File: config.mk
export PLATFORM = sky130hd
export DESIGN_NAME = smart_wr_ctrl
export DESIGN_NICKNAME = d
export VERILOG_FILES = /design/src/smart_wr_pkg.sv /design/src/smart_wr_ctrl.sv
export VERILOG_INCLUDE_DIRS = /design/src
export SDC_FILE = /design/constraint.sdc
export NUM_CORES = 1
export LEC_CHECK = 0
export BUFFER_PORTS_ARGS = -buffer_cell sky130_fd_sc_hd__buf_2
export CAP_MARGIN = 20
export CORE_MARGIN = 2
export CORE_UTILIZATION = 24
export DETAILED_ROUTE_END_ITERATION = 16
export GPL_TIMING_DRIVEN = 0
export PLACE_DENSITY = 0.46
export SYNTH_ARGS = -nofsm -noshare
export SYNTH_HDL_FRONTEND = slang
export SYNTH_SLANG_ARGS = --single-unit
File: constraint.sdc
create_clock -name mclk -period 6.1 [get_ports mclk]
set_clock_uncertainty 0.15 [all_clocks]
set_input_delay 1.22 -clock mclk [delete_from_list [all_inputs] [get_ports mclk]]
set_output_delay 1.22 -clock mclk [all_outputs]
set_load 0.005 [all_outputs]
File: src/smart_wr_defines.svh
// command codes, field values and counts for the write and smart handler
`ifndef SMART_WR_DEFINES_SVH
`define SMART_WR_DEFINES_SVH
`define CMD_SMART      8'hb0
`define SUB_THR_READ   8'hd1
`define SUB_AUTOSAVE   8'hd2
`define SUB_SAVE_ATTR  8'hd3
`define SUB_OFFLINE    8'hd4
`define SUB_ENABLE     8'hd8
`define SUB_DISABLE    8'hd9
`define SUB_STATUS     8'hda
`define SUB_AUTO_OFF   8'hdb
`define CMD_STANDBY    8'he2
`define CMD_STBY_IMM   8'he0
`define CMD_WR_BUF     8'he8
`define CMD_WR_DMA     8'hca
`define CMD_WR_DMA_X   8'h35
`define CMD_WR_DMA_FUA 8'h3d
`define CMD_WR_MUL     8'hc5
`define CMD_WR_MUL_X   8'h39
`define CMD_WR_MUL_FUA 8'hce
`define CMD_WR_SEC     8'h30
`define CMD_WR_SEC_NR  8'h31
`define CMD_WR_SEC_X   8'h34
`define CMD_WR_FPDMA   8'h61
`define RS_OK_LO       8'h4f
`define RS_OK_HI       8'hc2
`define RS_BAD_LO      8'hf4
`define RS_BAD_HI      8'h2c
`define AUTO_OFF_ON    8'hf8
`define AUTO_OFF_OFF   8'h00
`define AUTOSAVE_ON    8'hf1
`define AUTOSAVE_OFF   8'h00
`define WORDS_PER_SEC  9'd256
`define LAST_WORD      8'hff
`define SEC_256        17'd256
`define SEC_65536      17'd65536
`define THR_REV        16'h0001
`define THR_LAST       16'hff00
`endif

File: src/smart_wr_pkg.sv
// types shared by the write and smart handler
package smart_wr_pkg;
    typedef enum logic [4:0] {
        ST_IDLE  = 5'b00001,
        ST_DIN   = 5'b00010,
        ST_DOUT  = 5'b00100,
        ST_FLUSH = 5'b01000,
        ST_DONE  = 5'b10000
    } st_t;
endpackage : smart_wr_pkg
File: src/smart_wr_ctrl.sv
// smart subcommands, standby and write command execution
// Operation
// - smart subcommand from features, unknown aborts
// - healthy status loads 4fh and c2h
// - predicted defect loads f4h and 2ch
// - auto offline: f8h enables, 00h disables
// - smart disabled aborts all but enable
// - smart enable state kept non-volatile
// - enable while enabled changes nothing
// - disable clears smart enable and stops auto collection
// - autosave setting switchable and non-volatile
// - threshold read returns 512 bytes
// - save attributes writes modified values out
// - offline immediate starts collection, no data
// - e2h busy, standby, unbusy, interrupt
// - e0h busy, standby, unbusy, interrupt
// - e8h takes one 512-byte block
// - cah/35h dma writes need mode set
// - 3dh commits to media before completion
// - multiple writes interrupt per block
// - ceh commits to media before completion
// - 30h/31h count 00h means 256
// - 34h zero count means 65536
// - 61h queued write moves host data in
`timescale 1ns/1ps
`include "smart_wr_defines.svh"
module smart_wr_ctrl
    import smart_wr_pkg::*;
(
    // clock and reset
    input  wire logic        mclk,
    input  wire logic        nrst,
    input  wire logic        ce,
    // command from the register file
    input  wire logic        cmd_valid,
    input  wire logic [7:0]  cmd_code,
    input  wire logic [7:0]  feat,
    input  wire logic [15:0] sect_cnt,
    input  wire logic [7:0]  mult_cnt,
    input  wire logic        dma_mode_ok,
    input  wire logic        defect_pred,
    // stored settings and media
    input  wire logic        nv_smart_en,
    input  wire logic        nv_autosave,
    input  wire logic        flush_done,
    // host write data
    input  wire logic        din_valid,
    input  wire logic [15:0] din,
    input  wire logic        dout_ready,
    // status back to the host
    output logic             busy_q,
    output logic             irq_q,
    output logic             abort_q,
    output logic [7:0]       cyl_lo_q,
    output logic [7:0]       cyl_hi_q,
    output logic             standby_q,
    // data paths
    output logic             din_ready_q,
    output logic             wr_valid_q,
    output logic [15:0]      wr_data_q,
    output logic             dout_valid_q,
    output logic [15:0]      dout_q,
    // smart and media control
    output logic             smart_en_q,
    output logic             autosave_q,
    output logic             auto_coll_q,
    output logic             nv_wr_q,
    output logic             save_attr_q,
    output logic             offline_go_q,
    output logic             flush_req_q
);
    st_t         st_q, st_d;
    logic        load_q, load_d;
    logic        busy_d, irq_d, abort_d, stby_d, drdy_d, wrv_d;
    logic        dov_d, sen_d, asv_d, aoff_q, aoff_d, acol_d;
    logic        nvw_d, sav_d, off_d, flr_d, fua_q, fua_d;
    logic [7:0]  clo_d, chi_d, word_q, word_d, blk_q, blk_d;
    logic [7:0]  per_q, per_d;
    logic [16:0] left_q, left_d;
    logic [15:0] wdat_d, dout_d;
    logic [15:0] wbuf [0:255];

    // threshold block: revision word, zero thresholds, checksum byte
    function automatic logic [15:0] thr_word(input logic [7:0] a);
        thr_word = 16'h0000;
        if (a == 8'h00)
            thr_word = `THR_REV;
        else if (a == `LAST_WORD)
            thr_word = `THR_LAST;
    endfunction : thr_word

    always_comb
    begin
        st_d = st_q; load_d = load_q; busy_d = busy_q; irq_d = 1'b0;
        abort_d = abort_q; clo_d = cyl_lo_q; chi_d = cyl_hi_q;
        stby_d = standby_q; drdy_d = din_ready_q; wrv_d = 1'b0;
        wdat_d = wr_data_q; dov_d = dout_valid_q; dout_d = dout_q;
        sen_d = smart_en_q; asv_d = autosave_q; aoff_d = aoff_q;
        nvw_d = 1'b0; sav_d = 1'b0; off_d = 1'b0; flr_d = flush_req_q;
        fua_d = fua_q; word_d = word_q; blk_d = blk_q; per_d = per_q;
        left_d = left_q;
        acol_d = aoff_q & smart_en_q;
        case (st_q)
            ST_IDLE:
            begin
                if (!load_q)
                begin
                    load_d = 1'b1;
                    sen_d  = nv_smart_en;
                    asv_d  = nv_autosave;
                end
                else if (cmd_valid)
                begin
                    busy_d = 1'b1; abort_d = 1'b0; st_d = ST_DONE;
                    word_d = 8'h00; fua_d = 1'b0; per_d = 8'h01;
                    left_d = {1'b0, sect_cnt};
                    case (cmd_code)
                        `CMD_SMART:
                            if (!smart_en_q && feat != `SUB_ENABLE)
                                abort_d = 1'b1;
                            else
                                case (feat)
                                    `SUB_THR_READ:
                                    begin
                                        st_d = ST_DOUT;
                                        dov_d = 1'b1;
                                        dout_d = thr_word(8'h00);
                                    end
                                    `SUB_AUTOSAVE:
                                        if (sect_cnt[7:0] == `AUTOSAVE_ON
                                            || sect_cnt[7:0]
                                               == `AUTOSAVE_OFF)
                                        begin
                                            asv_d = sect_cnt[7:0]
                                                    == `AUTOSAVE_ON;
                                            nvw_d = 1'b1;
                                        end
                                        else
                                            abort_d = 1'b1;
                                    `SUB_SAVE_ATTR: sav_d = 1'b1;
                                    `SUB_OFFLINE:   off_d = 1'b1;
                                    `SUB_ENABLE:
                                        if (!smart_en_q)
                                        begin
                                            sen_d = 1'b1;
                                            nvw_d = 1'b1;
                                        end
                                    `SUB_DISABLE:
                                    begin
                                        sen_d = 1'b0;
                                        nvw_d = 1'b1;
                                    end
                                    `SUB_STATUS:
                                        if (defect_pred)
                                        begin
                                            clo_d = `RS_BAD_LO;
                                            chi_d = `RS_BAD_HI;
                                        end
                                        else
                                        begin
                                            clo_d = `RS_OK_LO;
                                            chi_d = `RS_OK_HI;
                                        end
                                    `SUB_AUTO_OFF:
                                        if (sect_cnt[7:0] == `AUTO_OFF_ON)
                                            aoff_d = 1'b1;
                                        else if (sect_cnt[7:0]
                                                 == `AUTO_OFF_OFF)
                                            aoff_d = 1'b0;
                                    default: abort_d = 1'b1;
                                endcase
                        `CMD_STANDBY, `CMD_STBY_IMM:
                            stby_d = 1'b1;
                        `CMD_WR_BUF:
                        begin
                            left_d = 17'd1;
                            per_d = 8'h01; st_d = ST_DIN;
                        end
                        `CMD_WR_DMA, `CMD_WR_DMA_X, `CMD_WR_DMA_FUA,
                        `CMD_WR_FPDMA:
                            if (!dma_mode_ok && cmd_code != `CMD_WR_FPDMA)
                                abort_d = 1'b1;
                            else
                            begin
                                st_d = ST_DIN; per_d = 8'h00;
                                fua_d = cmd_code == `CMD_WR_DMA_FUA;
                                if (cmd_code == `CMD_WR_DMA)
                                    left_d = {9'd0, sect_cnt[7:0]};
                            end
                        `CMD_WR_MUL, `CMD_WR_MUL_X, `CMD_WR_MUL_FUA:
                            if (mult_cnt == 8'h00)
                                abort_d = 1'b1;
                            else
                            begin
                                st_d = ST_DIN; per_d = mult_cnt;
                                fua_d = cmd_code == `CMD_WR_MUL_FUA;
                                if (cmd_code == `CMD_WR_MUL)
                                    left_d = {9'd0, sect_cnt[7:0]};
                            end
                        `CMD_WR_SEC, `CMD_WR_SEC_NR:
                        begin
                            st_d = ST_DIN;
                            left_d = {9'd0, sect_cnt[7:0]};
                        end
                        `CMD_WR_SEC_X: st_d = ST_DIN;
                        default: abort_d = 1'b1;
                    endcase
                    if (st_d == ST_DIN)
                    begin
                        stby_d = 1'b0; drdy_d = 1'b1; blk_d = 8'h00;
                        if (left_d == 17'd0)
                            left_d = (cmd_code == `CMD_WR_SEC
                                      || cmd_code == `CMD_WR_SEC_NR
                                      || cmd_code == `CMD_WR_DMA
                                      || cmd_code == `CMD_WR_MUL)
                                     ? `SEC_256 : `SEC_65536;
                    end
                end
            end
            ST_DIN:
                if (din_valid && din_ready_q)
                begin
                    wrv_d = 1'b1; wdat_d = din;
                    word_d = word_q + 8'h01;
                    if (word_q == `LAST_WORD)
                    begin
                        left_d = left_q - 17'd1;
                        blk_d = blk_q + 8'h01;
                        if (per_q != 8'h00 && blk_d == per_q
                            && left_q != 17'd1)
                        begin
                            irq_d = 1'b1;
                            blk_d = 8'h00;
                        end
                        if (left_q == 17'd1)
                        begin
                            drdy_d = 1'b0;
                            st_d = fua_q ? ST_FLUSH : ST_DONE;
                            flr_d = fua_q;
                        end
                    end
                end
            ST_DOUT:
                if (dout_ready)
                begin
                    word_d = word_q + 8'h01;
                    dout_d = thr_word(word_d);
                    if (word_q == `LAST_WORD)
                    begin
                        dov_d = 1'b0;
                        st_d = ST_DONE;
                    end
                end
            ST_FLUSH:
                if (flush_done)
                begin
                    flr_d = 1'b0;
                    st_d = ST_DONE;
                end
            ST_DONE:
            begin
                busy_d = 1'b0;
                irq_d = 1'b1;
                st_d = ST_IDLE;
            end
            default: st_d = ST_IDLE;
        endcase
    end

    always_ff @(posedge mclk)
        if (ce && st_q == ST_DIN && din_valid && din_ready_q)
            wbuf[word_q] <= din;

    always_ff @(posedge mclk or negedge nrst)
        if (!nrst)
        begin
            st_q <= ST_IDLE; load_q <= 1'b0; busy_q <= 1'b0;
            irq_q <= 1'b0; abort_q <= 1'b0; cyl_lo_q <= 8'h00;
            cyl_hi_q <= 8'h00; standby_q <= 1'b0; din_ready_q <= 1'b0;
            wr_valid_q <= 1'b0; wr_data_q <= 16'h0000;
            dout_valid_q <= 1'b0; dout_q <= 16'h0000;
            smart_en_q <= 1'b0; autosave_q <= 1'b0; aoff_q <= 1'b0;
            auto_coll_q <= 1'b0; nv_wr_q <= 1'b0; save_attr_q <= 1'b0;
            offline_go_q <= 1'b0; flush_req_q <= 1'b0; fua_q <= 1'b0;
            word_q <= 8'h00; blk_q <= 8'h00; per_q <= 8'h00;
            left_q <= 17'd0;
        end
        else if (ce)
        begin
            st_q <= st_d; load_q <= load_d; busy_q <= busy_d;
            irq_q <= irq_d; abort_q <= abort_d; cyl_lo_q <= clo_d;
            cyl_hi_q <= chi_d; standby_q <= stby_d; din_ready_q <= drdy_d;
            wr_valid_q <= wrv_d; wr_data_q <= wdat_d;
            dout_valid_q <= dov_d; dout_q <= dout_d;
            smart_en_q <= sen_d; autosave_q <= asv_d; aoff_q <= aoff_d;
            auto_coll_q <= acol_d; nv_wr_q <= nvw_d; save_attr_q <= sav_d;
            offline_go_q <= off_d; flush_req_q <= flr_d; fua_q <= fua_d;
            word_q <= word_d; blk_q <= blk_d; per_q <= per_d;
            left_q <= left_d;
        end

    wire acc = ce && st_q == ST_IDLE && load_q && cmd_valid;
endmodule : smart_wr_ctrl

Yosys cells after proc, flatten, opt, wreduce, memory -nomap -nowiden
Cells that the tools add are included.
- bits of input ports: 67
- output and inout bits: 62
- register bits after elaboration: 111
- multiplexer cells: 133
- add/sub/neg operators: 3
- bitwise gates (word level): 2
- equality and inequality tests: 55
- reductions and logical operators: 47
- operators by type and width (operator ; count):
    $mux 16 ; 12
    $mux 17 ; 10
    $eq 8x8->1 const B ; 19
    $mux 8 ; 13
    $mux 5 ; 16
    $mux 1 ; 64
    $pmux 16 s4 ; 1
    $eq 8x6->1 const B ; 6
    $pmux 5 s4 ; 2
    $pmux 17 s2 ; 1
    $pmux 16 s2 ; 1
    $pmux 8 s2 ; 2
    $logic_not 8->1 ; 3
    $ne 2x2->1 const B ; 12
    $pmux 8 s3 ; 1
    $reduce_and 6->1 ; 4
    $reduce_and 8->1 ; 3
    $reduce_and 7->1 ; 3
    $reduce_and 9->1 ; 2
    $eq 17x1->1 const B ; 1
    $logic_not 17->1 ; 1
    $ne 17x1->1 const B ; 1
    $sub 17x1->17 const B ; 1
    $add 8x1->8 const B ; 2
    other kinds (31) ; 59

Depth between registers and ports, before layout
- depth after elaboration: 13
- mapped depth: 10
- gate-level depth less buffers: 9

Worst setup path before layout
Ideal clock, no wire load.
- kind: input-to-reg
- start point: input cmd_code[3]
- end point: register cyl_lo_q[5]
- required time: 5.823 ns
- setup time: 0.127 ns
- stages on the path: 7
- setup slack: 2.779 ns
- data arrival time: 3.044 ns
- path through: buf_2 > or4_4 > nor4b_4 > a21boi_2 > nand2_1 > nor4_2 > mux2_1
- longest elaborated chain between the ends: 2
- RTL lines (item ; line ; RTL):
    start, declared ; smart_wr_ctrl.sv:36 ; input wire logic [7:0] cmd_code,
    $eq 8x8->1 ; smart_wr_ctrl.sv:117 ; case (cmd_code)
    $reduce_and 7->1 (no source line) ; -- ;
    end signal, assigned ; smart_wr_ctrl.sv:291 ; irq_q <= irq_d; abort_q <= abort_d; cyl_lo_q <= clo_d;
    end, declared ; smart_wr_ctrl.sv:54 ; output logic [7:0] cyl_lo_q,
No other way between the ends.
A chain may end at the register's enable or synchronous reset.

Worst setup path in the final report
- start point: input ce
- end point: register left_q[11]
- longest elaborated chain between the ends: 1
- RTL lines (item ; line ; RTL):
    start, declared ; smart_wr_ctrl.sv:33 ; input wire logic ce,
    $reduce_and 6->1 (no source line) ; -- ;
    end signal, assigned ; smart_wr_ctrl.sv:299 ; left_q <= left_d;
    end, declared ; smart_wr_ctrl.sv:79 ; logic [16:0] left_q, left_d;
No other way between the ends.

==> reports/qor.txt <==
Area contributors post-synth: sky130_fd_sc_hd__dfrtp_1 (40%), sky130_fd_sc_hd__nand2_1 (4.8%), sky130_fd_sc_hd__o21ai_0 (4.1%), sky130_fd_sc_hd__buf_4 (4.0%), sky130_fd_sc_hd__mux2_2 (3.5%)
Final std cells w/o fill: 1,000
Detailed-route wire length: 15.3 mm
GRT met2 Usage: 0.218
Cell repeated most along the worst path: sky130_fd_sc_hd__clkbuf_1
Synth Cell Area: 5220 sq um
Worst hold path depth: 2
Critical Path End Type: flop
Synthesized-area fraction occupied by xor and xnor cells: 0.0218
Fraction of power spent switching nets: 0.366
Share of synthesized cell area in and, or, nand and nor gates: 0.238
DR iter-0 viols: 250
Fin area: 6510 sq um
Num rows: 53
Hold/Removal Path Class: reg2reg
Post-layout net count: 792
Std-Cell Core Area: 21,200 sq um
Count of inserted antenna diode cells: 0
Number of sinks driven by the clock tree: 84
Critical register-to-register path startpoint: word_q[0]
Total negative setup slack: 0 ns
Number of iterations in the first detailed-routing pass: 5
Count of buffers from port buffering: 116
Critical path class: in2reg
Detail Placement HPWL: 11.5 mm
Clock slew at the register clock pins of the worst setup and hold paths: 0.07 ns
Area grow syn2layout: 24.8%
Placer's final routability congestion estimate: 0.809
Antenna-violating nets left: 0
Setup fix buffers added after clock tree synthesis: 0
Proportion of synthesized area in mux cells: 0.0386
Arrival time of data at the critical path endpoint: 3.57 ns
Highest clock frequency the design can meet: 287 MHz
Number of clock buffers inserted by TritonCTS: 9
Number of synthesized register bits: 84
Average instance area after synthesis: 8.93 sq um
Count of endpoints failing setup in the final report: 0
Proportion of synthesized flip-flops having asynchronous set or reset: 1.00
Synth Area in Compound Gates: 0.217
Cell types with the highest counts after synthesis: sky130_fd_sc_hd__dfrtp_1 (83), sky130_fd_sc_hd__nand2_1 (67), sky130_fd_sc_hd__nor2_1 (43), sky130_fd_sc_hd__o21ai_0 (43), sky130_fd_sc_hd__nand3_1 (30)
Count of pins on the block boundary: 129
Global-route wire length before repair: 24.5 mm
Later-pin clock latency in the skew report: 0.35 ns
Detail-routed net length per standard cell: 15.3 um
Utilization after layout: 0.308
Vertical die dimension: 151 um
Number of failing hold endpoints at the final stage: 0
Hold-fix buffer count after cts: 0
Effective utilization at floorplan: 0.247
Number of max-slew violations in the final report: 0
Number of placed instances, taps included: 984
Routed via count: 4,881
Sequential cell area fraction in the yosys report: 0.403
Post-route minimum period: 3.49 ns
Crit path launch type: input pin
Most area-hungry cell type in the Yosys netlist: sky130_fd_sc_hd__dfrtp_1
DRC violations left: 0
Aggregate global routing overflow: 0
Proportion of layout cells with a drive suffix above 1: 0.283
Register-to-register path setup slack: 3.04 ns
Tightest Pin Transition: 0.899 ns
Power density normalized to cell area: 299 nW/um^2
Gate Count Post-Synth: 584
Cell Area, Placed: 6200 sq um
Number of fillers in the final layout: 2,293
Startpoint of the worst hold path: offline_go_q
Worst-case hold path end point: offline_go_q
Share of power burned in the clock network: 0.303
Most used routing layer in global routing: met2
R2R Path End: left_q[11]
Crit-path slowest cell: sky130_fd_sc_hd__a221oi_4
Dominant combinational cell family by area after synthesis: simple AND/OR/NAND/NOR gates
Most used flip-flop cell after synthesis: sky130_fd_sc_hd__dfrtp_1
Overall Global Routing Usage: 0.137
Global routing usage on met3: 0.0283
Gate power share: 0.292
Maximum clock path buffer count: 2
Part of the total power dissipated in sequential elements: 0.405
Pin count of the biggest net entering global routing: 53
Post-synthesis share of cell area spent on full adders, half adders and majority gates: 0.0120
Number of different library cells in the post-synthesis netlist: 75
Run status: completed
Die width: 151 um
Max-slew headroom: 0.400
Root buffer cell: sky130_fd_sc_hd__clkbuf_16
Length in cells of the worst reg-to-reg path: 8
Int Power: 1.23 mW
Synth warn: 0
Unrepaired setup endpoints after global routing: false
CTS resizes: 0
H-Tree Level Count: 3
Die Area: 22,900 sq um
Detail-routed via count per cell: 4.88
Peak supply drop: 0.000138 V
Peak fanout along the critical path: 10
Post-route fraction of the period consumed by the critical path: 0.571
Standby leakage power: 2.87 nW
Required @ worst endpoint: 6.18 ns
Most frequent cell after synthesis: sky130_fd_sc_hd__dfrtp_1
Fraction of post-synthesis cell area in the top cell type by area: 0.398
Total of max-cap violations: 0
Max stage delay on crit path: 0.47 ns
Number of antenna violations at the first check in global routing: 0
TritonCTS clock tree: yes
Switching Power: 0.712 mW
Number of global-route vias before repair: 4,649
Global-route track usage on met1: 0.185
List of cells traversed by the critical path: clkbuf_1 > inv_1 > a31o_2 > a221oi_4 > clkbuf_1 > o21ai_0 > a221o_1
Number of synthesized flops with an enable pin: 0
Minimum hold slack: 0.336 ns
-- worst max-delay path by stage --
| stage | depth (start not counted) | slack, ns | to | startpoint |
|---|---|---|---|---|
| after floorplan | 7 | 2.78 | cyl_lo_q[5] | cmd_code[3] |
| after global placement | 7 | 2.20 | left_q[11] | ce |
| after detailed placement | 8 | 2.21 | blk_q[4] | ce |
| after CTS | 7 | 2.58 | left_q[11] | ce |
| after global routing | 7 | 2.37 | left_q[11] | ce |
| final | 7 | 2.61 | left_q[11] | ce |
-- placed cells by master (no fill, tap or decap), types with 5 or more instances in the layout --
cell type	instances
sky130_fd_sc_hd__a211o_1	6
sky130_fd_sc_hd__a21boi_0	5
sky130_fd_sc_hd__a21oi_1	29
sky130_fd_sc_hd__a221o_1	5
sky130_fd_sc_hd__a22o_1	7
sky130_fd_sc_hd__a2bb2oi_1	5
sky130_fd_sc_hd__a31oi_1	6
sky130_fd_sc_hd__buf_2	121
sky130_fd_sc_hd__buf_4	29
sky130_fd_sc_hd__clkbuf_1	14
sky130_fd_sc_hd__clkbuf_16	9
sky130_fd_sc_hd__conb_1	9
sky130_fd_sc_hd__dfrtp_1	83
sky130_fd_sc_hd__ha_1	5
sky130_fd_sc_hd__inv_1	16
sky130_fd_sc_hd__mux2_2	16
sky130_fd_sc_hd__nand2_1	67
sky130_fd_sc_hd__nand2b_1	8
sky130_fd_sc_hd__nand3_1	30
sky130_fd_sc_hd__nand4_1	8
sky130_fd_sc_hd__nor2_1	43
sky130_fd_sc_hd__nor2b_1	6
sky130_fd_sc_hd__nor3_1	20
sky130_fd_sc_hd__nor4_1	11
sky130_fd_sc_hd__o211ai_1	5
sky130_fd_sc_hd__o21ai_0	43
sky130_fd_sc_hd__o2bb2ai_1	5
sky130_fd_sc_hd__o31ai_1	6
sky130_fd_sc_hd__o41ai_1	5
sky130_fd_sc_hd__or3_1	7
sky130_fd_sc_hd__xnor2_1	8
sky130_fd_sc_hd__xor2_1	5
-- power by group through the flow --
stage	sequential (mW)	combinational (mW)	clock (mW)
3_3_place_gp	0.796	0.568	0
5_1_grt	0.808	0.651	0.633
4_1_cts	0.785	0.574	0.613
2_1_floorplan	0.765	0.392	0
6_report	0.787	0.568	0.589
3_5_place_dp	0.793	0.573	0
-- worst max-delay path, delay by kind of cell --
family	cells	cell delay (ns)
AO/OA/AOI/OAI	4	1.30
buffers and inverters	3	1.03
-- logic make-up after synthesis --
| group | Yosys count |
|---|---|
| AND/OR/NAND/NOR | 236 |
| AO/OA/AOI/OAI | 162 |
| flip-flops | 84 |
| buffers and inverters | 65 |
| multiplexers | 18 |
| XOR/XNOR | 13 |
| adder cells (fa/ha/maj) | 5 |
| other | 1 |
-- metal layers --
metal	vias to the layer above	routed length [um]
met5	-	0
li1	2403	-
met1	2301	7170
met3	17	948
met2	160	6910
met4	0	267
-- stage by stage --
step                setup slack, ns  total power [mW]
finish                         2.61              1.94
global route                   2.37              2.09
CTS                            2.58              1.97
detailed placement             2.21              1.37
global placement               2.20              1.36
floorplan                      2.78              1.16
-- layout make-up --
class                      instances  area [sq um]  area share
buffer                            49           297      0.0456
clock buffer                       9           225      0.0346
timing repair buffer             117           611      0.0938
multi-input combinational        443          2790       0.428
sequential                        84          2100       0.323
tap                              275           344      0.0529
clock inverter                     7          82.6      0.0127
inverter                          16          60.1     0.00923
-- registers in the layout, indices dropped and copies added, names as in the netlist, 2 cells and up --
signal	flops
cyl_lo_q	3
per_q	8
dout_q	2
blk_q	8
wr_data_q	16
left_q	17
st_q	5
word_q	8
No activity file was read; power rests on OpenSTA's default activity.
